**config.mk**
```make
export PLATFORM = sky130hd
export DESIGN_NAME = dual_uart_host_select_port
export DESIGN_NICKNAME = d
export VERILOG_FILES = /design/src/logic/dual_uart_host_pkg.sv /design/src/logic/dual_uart_host_select_port.sv
export VERILOG_INCLUDE_DIRS = /design/src /design/src/logic
export SDC_FILE = /design/constraint.sdc
export NUM_CORES = 1
export LEC_CHECK = 0
export ABC_AREA = 1
export BUFFER_PORTS_ARGS = -buffer_cell sky130_fd_sc_hd__buf_4
export CAP_MARGIN = 20
export CORE_MARGIN = 4
export CORE_UTILIZATION = 55
export CTS_CLUSTER_DIAMETER = 30
export DETAILED_ROUTE_END_ITERATION = 8
export PLACE_DENSITY = 0.74
export REMOVE_ABC_BUFFERS = 1
export SETUP_SLACK_MARGIN = 0.5
export SLEW_MARGIN = 10
export SYNTH_ARGS = -nofsm -noshare
export SYNTH_HDL_FRONTEND = slang
export SYNTH_SLANG_ARGS = --single-unit
```
**constraint.sdc**
```tcl
create_clock -name clk_sys -period 1.4 [get_ports clk_sys]
set_clock_uncertainty 0.05 [all_clocks]
set_input_delay 0.07 -clock clk_sys [delete_from_list [all_inputs] [get_ports clk_sys]]
set_output_delay 0.07 -clock clk_sys [all_outputs]
set_load 0.05 [all_outputs]
```
**src/logic/dual_uart_host_map.svh**
```systemverilog
// Named offsets, indices and reset values of the dual channel host port
`ifndef DUAL_UART_HOST_MAP_SVH
`define DUAL_UART_HOST_MAP_SVH

`define CH_A           1'h0
`define CH_B           1'h1
`define NUM_CH         2
`define NUM_REGS       8
`define ALT_FUNC_INDEX 3'h7
`define ALT_FUNC_DUAL  0
`define BANK_RESET     8'h00
`define ALT_FUNC_RESET 8'h00
`define DOUT_RESET     8'h00
`define STROBE_IDLE    1'h1
`define FLAG_RESET     1'h0

`endif

```
**src/logic/dual_uart_host_pkg.sv**
```systemverilog
// Types shared by the dual channel host port
package dual_uart_host_pkg;

    typedef logic [7:0] byte_t;     // One register value
    typedef logic [2:0] index_t;    // Register index within a channel
    typedef logic [0:0] chan_t;     // Channel number, A is 0

    // One sample of the host bus pins
    typedef struct packed {
        logic   cs_n;
        logic   chan_select;
        index_t index;
        logic   rd_n;
        logic   wr_n;
        byte_t  wdata;
    } host_req_s;

endpackage

```
**src/logic/dual_uart_host_select_port.sv**
```systemverilog
// Host parallel port that routes register accesses to channel A or B
`timescale 1ns/1ps
`include "dual_uart_host_map.svh"

// How it works
// - Three-bit index picks register in channel
// - Select low means B, high means A
// - Override bit writes both channels at once
// - Transfers happen only while chip select low
// - Data bus driven only for read data
// - Read strobe fall loads register onto bus
// - Write strobe fall stores bus into register
// - Reset high clears registers, disables serial
module dual_uart_host_select_port (
    input  wire logic        clk_sys,
    input  wire logic        reset_n,
    input  wire logic        master_reset,
    input  wire logic        chip_select_n,
    input  wire logic        channel_select_pin,
    input  wire logic [2:0]  register_index,
    input  wire logic        read_strobe_n,
    input  wire logic        write_strobe_n,
    input  wire logic [7:0]  host_data_in,
    output logic      [7:0]  host_data_out,
    output logic             host_data_oe,
    output logic             serial_enable
);

    ////////////////////////////////////////////////////////////////////////
    // Pin sampling and strobe edges

    dual_uart_host_pkg::host_req_s req;        // Bus pins as one bundle
    logic                          clear;      // Either reset source
    logic                          rd_fall;    // Read strobe falling, selected
    logic                          wr_fall;    // Write strobe falling, selected
    dual_uart_host_pkg::chan_t     sel_ch;     // Channel named by pin
    logic [`NUM_CH-1:0]            ch_wr;      // Per channel write enable
    dual_uart_host_pkg::byte_t     rd_value;   // Register picked for a read

    logic                          rd_prev_reg;
    logic                          rd_prev_next;
    logic                          wr_prev_reg;
    logic                          wr_prev_next;
    logic                          rd_active_reg;  // Read cycle in progress
    logic                          rd_active_next;
    logic                          ser_en_reg;     // Serial path allowed
    logic                          ser_en_next;
    dual_uart_host_pkg::byte_t     dout_reg;       // Read data latch
    dual_uart_host_pkg::byte_t     dout_next;
    dual_uart_host_pkg::byte_t     alt_func_reg;   // Alternate function
    dual_uart_host_pkg::byte_t     alt_func_next;
    dual_uart_host_pkg::byte_t     bank_reg  [`NUM_CH][`NUM_REGS];
    dual_uart_host_pkg::byte_t     bank_next [`NUM_CH][`NUM_REGS];

    assign req.cs_n        = chip_select_n;
    assign req.chan_select = channel_select_pin;
    assign req.index       = register_index;
    assign req.rd_n        = read_strobe_n;
    assign req.wr_n        = write_strobe_n;
    assign req.wdata       = host_data_in;

    // The reset pin of the part and the system reset act alike
    assign clear = !reset_n || master_reset;

    // Edges count only with chip select low; a strobe that falls
    // while deselected is ignored even if select drops later
    assign rd_fall = rd_prev_reg && !req.rd_n && !req.cs_n;
    assign wr_fall = wr_prev_reg && !req.wr_n && !req.cs_n;

    // Pin low selects B, high selects A
    assign sel_ch = req.chan_select ? `CH_A : `CH_B;

    ////////////////////////////////////////////////////////////////////////
    // Channel write enables

    // Override bit set broadcasts the write and ignores the pin
    generate
        for (genvar c = 0; c < `NUM_CH; c++) begin : g_chwr
            assign ch_wr[c] = wr_fall &&
                (alt_func_reg[`ALT_FUNC_DUAL] || (sel_ch == 1'(c)));
        end
    endgenerate

    // Read source never broadcasts: always the pin's own channel
    always_comb begin
        if (req.index == `ALT_FUNC_INDEX) begin
            rd_value = alt_func_reg;
        end else begin
            rd_value = bank_reg[sel_ch][req.index];
        end
    end

    ////////////////////////////////////////////////////////////////////////
    // Next state of the strobe tracking and read latch

    always_comb begin
        rd_prev_next   = req.rd_n;
        wr_prev_next   = req.wr_n;
        ser_en_next    = 1'b1;
        dout_next      = dout_reg;
        rd_active_next = rd_active_reg;
        if (rd_fall) begin
            // Latch so the bus holds steady for the whole strobe
            dout_next      = rd_value;
            rd_active_next = 1'b1;
        end else if (req.rd_n || req.cs_n) begin
            // Strobe released or deselected ends the read
            rd_active_next = 1'b0;
        end
    end

    ////////////////////////////////////////////////////////////////////////
    // Next state of the register banks

    always_comb begin
        alt_func_next = alt_func_reg;
        bank_next     = bank_reg;
        // Alternate function register is shared by both channels
        if (wr_fall && req.index == `ALT_FUNC_INDEX) begin
            alt_func_next = req.wdata;
        end
        for (int c = 0; c < `NUM_CH; c++) begin
            if (ch_wr[c] && req.index != `ALT_FUNC_INDEX) begin
                bank_next[c][req.index] = req.wdata;
            end
        end
    end

    ////////////////////////////////////////////////////////////////////////
    // Registers

    // Strobes reset to idle high, so a strobe held low through
    // reset release counts as a fresh edge on the first cycle after
    always_ff @(posedge clk_sys) begin
        if (clear) begin
            rd_prev_reg   <= `STROBE_IDLE;
            wr_prev_reg   <= `STROBE_IDLE;
            rd_active_reg <= `FLAG_RESET;
            ser_en_reg    <= `FLAG_RESET;
            dout_reg      <= `DOUT_RESET;
            alt_func_reg  <= `ALT_FUNC_RESET;
        end else begin
            rd_prev_reg   <= rd_prev_next;
            wr_prev_reg   <= wr_prev_next;
            rd_active_reg <= rd_active_next;
            ser_en_reg    <= ser_en_next;
            dout_reg      <= dout_next;
            alt_func_reg  <= alt_func_next;
        end
    end

    // Bank storage, cleared with everything else
    always_ff @(posedge clk_sys) begin
        for (int c = 0; c < `NUM_CH; c++) begin
            for (int r = 0; r < `NUM_REGS; r++) begin
                if (clear) begin
                    bank_reg[c][r] <= `BANK_RESET;
                end else begin
                    bank_reg[c][r] <= bank_next[c][r];
                end
            end
        end
    end

    ////////////////////////////////////////////////////////////////////////
    // Outputs

    assign host_data_out = dout_reg;
    // Drive only while the read is still held by the host
    assign host_data_oe  = rd_active_reg && !req.rd_n && !req.cs_n;
    assign serial_enable = ser_en_reg;
endmodule

```
# After elaboration in Yosys (flattened, before gate mapping)
# Cells that the tools add are included.
# op_classes
mul,0
n_eq_ne,2
n_bitwise,2
magnitude_cmp,3
shifts,0
n_addsub,0
reduce_logical,21
div,0
n_mux,15
# ops
cell,n
two-way mux 64 bit,3
bitwise mux 64 bit,2
two-way mux 8 bit,4
binary-select mux 8 bit (select 3 bit),1
demux 8 bit (select 3 bit),1
logical AND 1 bit,12
>= comparator 4 bit (second input constant),1
logical NOT 1 bit,4
logical OR 1 bit,4
less-than comparator 4 x 1 -> 1 bit (second input constant),1
two-way mux 1 bit,4
inverter 3 -> 4 bit,1
== test 3 bit (second input constant),1
!= test 3 bit (second input constant),1
>= comparator 2 bit (second input constant),1
inverter 1 -> 2 bit,1
nonzero test 2 bit,1
# word_totals
out_inout_bits,10
mem_bits_ro,0
latch_bits,0
regBits,148
n_memories,0
word_cells,65
ramBits,0

# Depth between registers and ports, before layout
# Gate-level depths: netlist (run 1).
# depth
ltp_word,9
ltp_mapped,11
ltp_nobuf,9

# Worst setup path before layout (run 1)
# Ideal clock, no wire load.
# synth_path
path_type,register to output
from,register rd_active_reg
to,output host_data_oe
n_path_buf,0
t_arrival_ns,1.451
required_ns,1.280
path_slack_ns,-0.171
stages_incl_launch_ff,2
cell_sequence,dfxtp_1 nor3b_1
# synth_between
elab_chain_cells,2
# synth_lines
element,line_no,rtl
from (decl),dual_uart_host_select_port.sv:44,logic rd_active_reg;
from (signal assigned),dual_uart_host_select_port.sv:138,rd_active_reg <= `FLAG_RESET;
from (signal assigned),dual_uart_host_select_port.sv:145,rd_active_reg <= rd_active_next;
logical AND 1 bit (2 in a row),dual_uart_host_select_port.sv:170,assign host_data_oe = rd_active_reg && !req.rd_n && !req.cs_n;
to (decl),dual_uart_host_select_port.sv:25,"output logic host_data_oe,"
# Every way passes these cells.

# Worst setup path in the final report (run 1)
# layout_path
from,register wr_prev_reg
to,register bank_reg[18] in the netlist's numbering
# layout_between
elab_chain_cells,4
# layout_lines
element,line_no,rtl
from (decl),dual_uart_host_select_port.sv:42,logic wr_prev_reg;
from (signal assigned),dual_uart_host_select_port.sv:137,wr_prev_reg <= `STROBE_IDLE;
from (signal assigned),dual_uart_host_select_port.sv:144,wr_prev_reg <= wr_prev_next;
logical AND 1 bit (2 in a row),dual_uart_host_select_port.sv:68,assign wr_fall = wr_prev_reg && !req.wr_n && !req.cs_n;
logical AND 1 bit,dual_uart_host_select_port.sv:79,assign ch_wr[c] = wr_fall &&
logical AND 1 bit (no line),--,
"to (signal, indexed assignment)",dual_uart_host_select_port.sv:157,bank_reg[c][r] <= `BANK_RESET;
"to (signal, indexed assignment)",dual_uart_host_select_port.sv:159,bank_reg[c][r] <= bank_next[c][r];
to (decl),dual_uart_host_select_port.sv:52,dual_uart_host_pkg::byte_t bank_reg [`NUM_CH][`NUM_REGS];
# Every way passes these cells.
# A chain may end at the register's enable or synchronous reset.

==> impl_metrics.ini, run 1 <==
[outcome]
status = finished with violations
violations = design-rule violations, negative hold slack, negative setup slack

[logic_synthesis]
syn_area_mm2 = 0.00631
synth_compound_area_share_pct = 17.0
synthTopCellsByArea = dfxtp_1 42%, nand2_1 16%, a21oi_1 8.2%, nand3_1 8.2%, a21oi_2 4.4%
yosys.area_share.simple_pct = 33.7
post-synth-top-count-cell = nand2_1
synth_xor_area_share_pct = 0
synth_top_cell_area_share_pct = 41.9
avgSynthCellArea_um2 = 7.05
synthMuxAreaShare_pct = 0
yosys.area.top_type = dfxtp_1
synth_edf_count = 0
synthTopCellsByCount = 273 x nand2_1, 132 x dfxtp_1, 103 x a21oi_1, 103 x nand3_1, 55 x o21ai_0
synthArstFlopShare_pct = 0
ys_seq_area_share_pct = 41.9
synth_fa_ha_area_share_pct = 0
syn_inst = 896
ys_types = 22
ys_warn_count = 0
synth_top_family_by_area = simple AND/OR/NAND/NOR gates
synthFlopType = dfxtp_1
ys_ff_latch = 132

[clocking]
clk_latency_ns = 0.43
cts_buffer_depth = 2
cts_tree = built
cts_made_buffers = 17
clock_sinks = 132
htreeDepth = 4
cts_root_buf = clkbuf_16
clkTransAtPathRegs_ns = 0.06
cts_hold_buf = 9

[place]
port-buffer-count = 27
gp_congestion = 0.883
place_hpwl_mm = 11.3
placed_cell_area_mm2 = 0.00697

[timing]
setup-violations-final = 63
slew_viol_final = 0
fmax_mhz = 668
hold_violations = 4
max-slew-margin-rel_pct = 74.9
finalHoldWorstSlack_ns = -0.0684
rsz0062_at_grt = yes
finalSetupTns_ns = -1.77
fin_crit_ns = 1.50
min_period_over_period_pct = 107
max_slew.worst_pin.slew_ns = 0.377
fin_ws_ns = -0.0966

[drt]
routed_via_density = 5.90
drcViolationCount = 2
drt_iter0_drc = 589
drt_first_pass_iters = 7
wl_mm = 20.5
num_vias = 6621
ant_nets = 0
wl_per_cell_um = 18.3

[floorplanning]
rows = 38
initial_core_util_pct = 57.2
die_area_mm2 = 0.0133
die_y_um = 115
die_w_um = 115
io_pins = 28
core_mm2 = 0.0110

[power_and_ir_drop]
combPwrFrac_pct = 9.6
p_int_mw = 7.22
p_sw_share_pct = 23.8
p_per_area_mw_per_mm2 = 1080
vdd_drop_max_uv = 1370
seqPwrFrac_pct = 40.0
switchingPower_mw = 2.25
total_power_mw = 9.46
p_clk_share_pct = 50.3
leakagePower_nw = 3.23

[global_route]
gr-total-overflow = 0
antenna_found_initial = 0
grt_pass1_wl_mm = 30.3
grt_pass1_vias = 6163
grtUsageTotal_pct = 29.1
grt_max_degree = 56

[worst_setup_path]
arrival_ns = 1.75
critical_path_class = reg -> reg
required_ns = 1.65
endpoint_kind = flop
cp_max_fo = 8
cp-start-kind = flop

[layout]
area_delta_synth_final_pct = 39.2
regArea_mm2 = 0.00270
fin_area_mm2 = 0.00879
n_fill_cell = 679
n_antenna_cell = 0
layout-drive-gt1-share_pct = 40.4
fin_util_pct = 79.7
multi_input_area_mm2 = 0.00384
largest_reg_flops = 112
final_nets = 988

[run]
maxCapViolations = 0

[hold_path]
hp-class = in -> reg
## kinds of logic after synthesis
family	after synthesis
buf+inv	99
simple gates	475
compound gates	190
flops	132
## power by group through the flow
stage / Clock (mW) / Sequential (mW) / Combinational, mW
2_1_floorplan: 0 / 3.88 / 0.276
3_3_place_gp: 0 / 3.86 / 0.690
3_5_place_dp: 0 / 3.86 / 0.700
4_1_cts: 4.75 / 3.79 / 0.796
5_1_grt: 4.92 / 3.79 / 0.955
6_report: 4.76 / 3.79 / 0.912
## per-stage QoR
step           cells  worst slack (ns)
6_report        1123           -0.0966
5_1_grt         1123            -0.133
4_1_cts         1116            0.0152
3_5_place_dp    1060            -0.126
3_3_place_gp    1060           -0.0692
2_1_floorplan    833             -2.45
## placed cells by master (no fill, tap or decap), types with 2 or more instances in the layout
| master | instances |
|---|---|
| o21ai_0 | 16 |
| dfxtp_2 | 48 |
| dlygate4sd3_1 | 8 |
| nand2_2 | 51 |
| clkbuf_16 | 19 |
| nand2_1 | 227 |
| nand3_2 | 14 |
| nor2_8 | 2 |
| and2_4 | 2 |
| clkinvlp_4 | 2 |
| clkbuf_8 | 3 |
| dfxtp_1 | 84 |
| or2_2 | 2 |
| nand2_4 | 26 |
| o21ai_2 | 26 |
| inv_1 | 28 |
| clkinv_2 | 5 |
| nand3_4 | 2 |
| a21oi_2 | 60 |
| buf_4 | 67 |
| nand2_8 | 6 |
| clkbuf_1 | 3 |
| nor2_1 | 45 |
| buf_6 | 9 |
| bufinv_16 | 4 |
| o21ai_1 | 13 |
| buf_12 | 16 |
| buf_8 | 13 |
| nor2_4 | 9 |
| a21oi_1 | 74 |
| inv_2 | 5 |
| nand3_1 | 87 |
## worst max-delay path: stages, from the launching register on
cell and delay [ns]:
dfxtp_2 0.34, nand2_4 0.08, a21oi_2 0.14, and2_4 0.21, buf_12 0.11, buf_16 0.13, nand2_8 0.09, nand2_1 0.12
a21oi_1 0.09
## path summary, 6_finish.rpt
path	slack, ns	endpoint	start	cells past startpoint
setup / recovery	-0.1	bank_reg[18]	wr_prev_reg	8
hold / removal	-0.07	host_data_out[6]	master_reset	4
hold reg to reg	0.40	bank_reg[9]	bank_reg[9]	2
setup reg to reg	-0.1	bank_reg[18]	wr_prev_reg	8
## repair_timing
item                                    in CTS  in global routing
setup buffers                               11                  5
hold endpoints to repair                    33                  2
endpoints found under the setup margin     138                138
gates resized for setup                    126                177
gates cloned                                 4                  2
pin swaps                                   23                 73
## area by class of cell
class                           instances  share of cell area, %
Clock buffer                           23                   5.44
Sequential cell                       132                   30.7
Multi-Input combinational cell        665                   43.7
Timing Repair inverter                  1                 0.0569
Tap cell                              140                   1.99
Clock inverter                          9                   1.71
Inverter                               36                   1.64
Timing Repair Buffer                  117                   14.7
## per-layer routing
layer | routed length, um | track usage (%) | vias up
met2 | 10300 | 48.3 | 321
met3 | 1750 | 6.05 | 70
met5 | 0 | 0 | -
li1 | - | - | 3079
met4 | 691 | 11.4 | 0
met1 | 7760 | 37.0 | 3151
Note: power is estimated with default switching activity, not from simulation.
==> inputs of run 2 (changes only) <==
--- a/config.mk
+++ b/config.mk
@@ -6,14 +6,13 @@
 export SDC_FILE = /design/constraint.sdc
 export NUM_CORES = 1
 export LEC_CHECK = 0
-export ABC_AREA = 1
 export BUFFER_PORTS_ARGS = -buffer_cell sky130_fd_sc_hd__buf_4
 export CAP_MARGIN = 20
-export CORE_MARGIN = 4
-export CORE_UTILIZATION = 55
+export CORE_MARGIN = 5
+export CORE_UTILIZATION = 54
 export CTS_CLUSTER_DIAMETER = 30
 export DETAILED_ROUTE_END_ITERATION = 8
-export PLACE_DENSITY = 0.74
+export PLACE_DENSITY = 0.73
 export REMOVE_ABC_BUFFERS = 1
 export SETUP_SLACK_MARGIN = 0.5
 export SLEW_MARGIN = 10
==> run 2 against run 1 <==
- the run ends with negative hold slack, negative setup slack left
- cell count fell by 27%
- sequential share of layout area grew 2.8 points
- core utilization fell by 3.4 points
- power shrank 2.9%
- synthesized area fell by 8.1%
- die area fell by 2.6%
- clock power fell by 1%
- synthesized cell count shrank 34%
- largest power group unchanged
==> impl_metrics.ini, run 2 <==
[floorplanning]
die_area_mm2 = 0.0129
io_pins = 28
die_w_um = 114
core_mm2 = 0.0104
die_y_um = 114
initial_core_util_pct = 55.7
rows = 37

[worst_setup_path]
timing.rr.end = bank_reg[98]
reg2reg_from = wr_prev_reg
worst-path-stages = 7
endpoint_kind = flop
crit_top_cell = buf_6
reg2reg_slack_ns = -0.66
cp_max_fo = 8
path_cells = or3b_4 -> buf_6 -> buf_6 -> nor4_4 -> buf_12 -> mux2i_2 -> nor2_1
arrival_ns = 2.41
rr_worst_depth = 7
critical_path_buf_inv_count = 3
critPathCapture = bank_reg[98]
required_ns = 1.75
cpMaxStageDelayCell = or3b_4
cpPeakStageDelay_ns = 0.40
cp-start-kind = flop
crit_family = simple AND/OR/NAND/NOR gates
startpoint = wr_prev_reg
critical_path_class = reg -> reg

[hold_path]
hp-class = in -> reg

[drt]
wl_per_cell_um = 21.5
drt_first_pass_iters = 7
routed_via_density = 6.06
drt_iter0_drc = 480
drcViolationCount = 0
maxUsedRoutingLayer = met4
wl_met1_mm = 7.13
wl_met3_mm = 1.22
ant_nets = 0
num_vias = 4988
wl_mm = 17.7
wl_met2_mm = 8.71

[logic_synthesis]
synth_edf_count = 0
synthTopCellsByArea = dfxtp_1 46%, mux2i_1 29%, nor2_1 7.9%, o22ai_1 2.6%, nor4_4 2.6%
synth_top_cell_area_share_pct = 45.5
ys_warn_count = 0
ys_ff_latch = 132
post-synth-top-count-cell = mux2i_1
syn_area_mm2 = 0.00580
syn_inst = 587
synthTopCellsByCount = 168 x mux2i_1, 132 x dfxtp_1, 122 x nor2_1
synthArstFlopShare_pct = 0
ys_seq_area_share_pct = 45.5
synthFlopType = dfxtp_1
avgSynthCellArea_um2 = 9.88
ys_types = 27
yosys.area.top_type = dfxtp_1

[global_route]
antenna_found_initial = 0
grtUsageTotal_pct = 26.0
grt_max_degree = 59
grt_pass1_vias = 4951
gr-total-overflow = 0
grt_pass1_wl_mm = 25.9

[layout]
fin_area_mm2 = 0.00795
final_common_cell = mux2i_1
multi_input_area_mm2 = 0.00330
largest_reg_flops = 112
regArea_mm2 = 0.00267
layout-drive-gt1-share_pct = 34.2
final_cell_mix = 146 x mux2i_1, 121 x nor2_1, 111 x dfxtp_1, 67 x buf_4, 22 x mux2i_2
n_fill_cell = 607
fin_util_pct = 76.3
n_antenna_cell = 0
area_delta_synth_final_pct = 37.0
final_nets = 692
layoutNonFillerInstCount = 823

[run]
maxCapViolations = 0

[power_and_ir_drop]
leakagePower_nw = 3.11
vdd_drop_max_uv = 777
total_power_mw = 9.19
p_per_area_mw_per_mm2 = 1160

[clocking]
cts_tree = built
clock_sinks = 132
cts_buffer_depth = 2
cts_made_buffers = 17
cts_root_buf = clkbuf_8
clk_latency_ns = 0.53
htreeDepth = 4
clkTransAtPathRegs_ns = 0.06

[place]
place_inst = 768
gp_congestion = 0.964
port-buffer-count = 27
post-place-ws_ns = -0.591
place_hpwl_mm = 10.3
placed_cell_area_mm2 = 0.00656

[timing]
max-slew-margin-rel_pct = 41.6
fin_ws_ns = -0.663
slew_viol_final = 0
fmax_mhz = 485
fin_crit_ns = 2.06
hold_violations = 1
setup-violations-final = 116
max_slew.worst_pin.slew_ns = 0.876
finalHoldWorstSlack_ns = -0.0350
rsz0062_at_grt = yes
min_period_over_period_pct = 147

[outcome]
status = finished with violations
violations = negative hold slack, negative setup slack
run 2: layer usage:
layer | up-vias | track usage, %
met4 | 0 | 14.1
met2 | 248 | 43.0
met3 | 56 | 6.90
met1 | 2446 | 30.8
li1 | 2238 | -
met5 | - | 0
run 2: what timing repair did:
item                                   in CTS  in global routing
hold buffers                               12                  1
pin swaps                                  28                 47
setup endpoints to repair                 138                138
endpoints found under the hold margin     124                  2
gates resized for setup                    79                 64
buffers inserted                            5                  4
gates cloned                                1                  1
run 2: kinds of logic (layout without fill, tap and decap cells):
group / after synthesis / after routing / share of synthesized area, %
AND/OR/NAND/NOR: 187 / 187 / 16.4
buffers and inverters: 50 / 150 / 3.92
multiplexers: 168 / 168 / 29.0
AO/OA/AOI/OAI: 50 / 50 / 5.18
flip-flops: 132 / 132 / 45.5
run 2: how the worst min path moves through the flow:
stage	start	to	slack (ns)	depth (start not counted)
after global placement	read_strobe_n	rd_prev_reg	0.22	2
after global routing	chip_select_n	rd_active_reg	-0.03	5
final	chip_select_n	rd_active_reg	-0.03	5
after CTS	chip_select_n	rd_active_reg	-0.09	5
after detailed placement	read_strobe_n	rd_prev_reg	0.23	2
after floorplan	read_strobe_n	rd_prev_reg	0.12	1
run 2: layout make-up:
type,instances,area share [%]
Clock inverter,14,2.55
Timing Repair Buffer,116,14.7
Multi-Input combinational cell,405,41.6
Sequential cell,132,33.6
Clock buffer,18,5.38
Tap cell,136,2.14
Inverter,2,0.0945
run 2: power by group:
part           internal, mW  switching, mW  total (mW)
Clock                  2.96           1.74        4.70
Sequential             3.77        0.00996        3.78
Combinational         0.289          0.421       0.710
Total                  7.02           2.17        9.19
run 2: worst reg2reg max path, delay by kind of cell (launching register included):
family                 cells  cell delay, ns
AND/OR/NAND/NOR            3            0.82
buffers and inverters      3            0.47
multiplexers               1            0.26
flip-flops                 1            0.33
run 2: stage by stage:
stage	TNS, ns	hold slack (ns)
CTS	-47.18	-0.0927
global placement	-50.26	0.218
finish	-53.00	-0.0350
global route	-57.30	-0.0302
floorplan	-167.02	0.121
detailed placement	-53.78	0.232
==> inputs of run 3 (changes only) <==
--- a/config.mk
+++ b/config.mk
@@ -12,7 +12,7 @@
 export CORE_UTILIZATION = 54
 export CTS_CLUSTER_DIAMETER = 30
 export DETAILED_ROUTE_END_ITERATION = 8
-export PLACE_DENSITY = 0.73
+export PLACE_DENSITY_LB_ADDON = 0.15
 export REMOVE_ABC_BUFFERS = 1
 export SETUP_SLACK_MARGIN = 0.5
 export SLEW_MARGIN = 10
==> run 3 against run 2 <==
- the flow still finishes with violations (negative hold slack, negative setup slack)
- maximum frequency increased by 2.2%
- cell count down 1.1%
- sequential power about the same
- die area is the same
- non-clock buffer count decreased by 9
- combinational power decreased by 4.2%
- setup slack better by 0.045 ns
==> impl_metrics.ini, run 3 (synthesis gave the netlist of run 2 again) <==
[layout]
final_common_cell = mux2i_1
area_delta_synth_final_pct = 34.8
n_antenna_cell = 0
final_cell_mix = 147 x mux2i_1, 121 x nor2_1, 102 x dfxtp_1, 59 x buf_4, 30 x dfxtp_2
largest_reg_flops = 112
n_fill_cell = 661
fin_area_mm2 = 0.00782
multi_input_area_mm2 = 0.00328
layout-drive-gt1-share_pct = 32.3
regArea_mm2 = 0.00268
final_nets = 683

[worst_setup_path]
critical_path_class = reg -> reg
path_cells = or3b_4 -> buf_6 -> buf_8 -> nor4_4 -> buf_6 -> mux2i_1 -> nor2_1
arrival_ns = 2.37
cpPeakStageDelay_ns = 0.39
critical_path_buf_inv_count = 3
cp_max_fo = 5
crit_family = simple AND/OR/NAND/NOR gates
startpoint = wr_prev_reg
timing.rr.end = bank_reg[78]
rr_worst_depth = 7
cpMaxStageDelayCell = or3b_4
reg2reg_slack_ns = -0.62
crit_top_cell = buf_6
required_ns = 1.75
reg2reg_from = wr_prev_reg
endpoint_kind = flop
cp-start-kind = flop

[place]
gp_congestion = 0.894
post-place-ws_ns = -0.618
port-buffer-count = 27
place_hpwl_mm = 10.0
placed_cell_area_mm2 = 0.00649

[power_and_ir_drop]
leakagePower_nw = 3.07
vdd_drop_max_uv = 845
p_per_area_mw_per_mm2 = 1160

[clocking]
clkTransAtPathRegs_ns = 0.06
htreeDepth = 4
cts_root_buf = clkbuf_8
clk_latency_ns = 0.54
cts_tree = built
cts_buffer_depth = 2
clock_sinks = 132
cts_made_buffers = 17

[hold_path]
hp-class = in -> reg
whs_path_depth = 5
hp-start = chip_select_n
whs_endpoint = rd_active_reg

[timing]
hold_violations = 1
setup-violations-final = 106
max_slew.worst_pin.slew_ns = 0.863
fin_crit_ns = 2.02
slew_viol_final = 0
min_period_over_period_pct = 144
max-slew-margin-rel_pct = 42.4
rsz0062_at_grt = yes
fmax_mhz = 496
finalHoldWorstSlack_ns = -0.0893
fin_ws_ns = -0.618

[run]
maxCapViolations = 0

[drt]
wl_per_cell_um = 19.7
routed_via_density = 5.83
drt_iter0_drc = 377
ant_nets = 0
wl_mm = 16.0
drt_first_pass_iters = 5
num_vias = 4744
drcViolationCount = 0

[global_route]
grt_pass1_vias = 4599
grt_max_degree = 121
met1_usage_pct = 31.3
gr-usage-met3_pct = 5.89
grtUsageTotal_pct = 24.9
gr-total-overflow = 0
met2_usage_pct = 40.2
grt_busiest_layer = met2
grt_pass1_wl_mm = 24.6
antenna_found_initial = 0

[floorplanning]
initial_core_util_pct = 55.7
io_pins = 28
rows = 37
die_w_um = 114
die_y_um = 114
die_area_mm2 = 0.0129
core_mm2 = 0.0104

[outcome]
violations = negative hold slack, negative setup slack
status = finished with violations
-- run 3: cell count changes in the layout (fill, tap and decap cells not counted), moves of 4 or more --
cell      before  now
dfxtp_2       21   30
nand2_2        6    0
nand2_1        9   16
buf_4         67   59
clkbuf_1       0    4
o22ai_2       14   10
dfxtp_1      111  102
o22ai_1       10   14
-- run 3: where the power goes --
part           internal, mW  switching, mW
sequential             3.77        0.00914
combinational         0.285          0.395
clock                  2.98           1.61
-- run 3: worst max-delay path by stage --
stage | to | slack (ns) | cells after the start
3_5_place_dp | bank_reg[17] | -0.62 | 6
5_1_grt | bank_reg[78] | -0.65 | 7
4_1_cts | bank_reg[20] | -0.56 | 6
2_1_floorplan | host_data_out[0] | -1.79 | 4
3_3_place_gp | bank_reg[16] | -0.59 | 6
6_report | bank_reg[78] | -0.62 | 7
-- run 3: per-stage QoR --
step | total power, mW | utilization [%] | instances | TNS (ns) | hold WS, ns
after floorplan | 4.08 | - | 539 | -167.02 | 0.121
after global placement | 4.40 | 62.3 | 761 | -51.89 | 0.218
after detailed placement | 4.41 | 62.3 | 761 | -56.24 | 0.227
after CTS | 9.02 | 72.0 | 808 | -51.56 | -0.123
after global routing | 9.30 | 75.1 | 814 | -56.78 | -0.0679
final | 9.06 | 75.1 | 814 | -50.31 | -0.0893
-- run 3: per-layer routing --
metal,up-vias,part of all wire (%)
li1,2218,-
met3,39,6.0
met2,165,49
met5,-,0
met1,2322,42
met4,0,3.3
-- run 3: final cells by class --
class | instances | share of cell area [%]
repair buffers | 107 | 13.8
clock buffers | 23 | 5.84
well taps | 136 | 2.18
inverters | 2 | 0.0960
flip-flops and latches | 132 | 34.3
multi-input cells | 405 | 41.9
clock inverters | 9 | 1.94
-- run 3: timing repair --
item	CTS	global route
gates cloned	1	0
pin swaps	22	32
setup endpoints to repair	138	138
hold buffers	12	1
resized for setup	74	69
buffers inserted	2	6
endpoints found under the hold margin	124	2
-- run 3: worst min-delay path: cells and delay by family --
kind            cells  cell delay [ns]
compound gates      1             0.07
buf+inv             2             0.24
simple gates        2             0.09
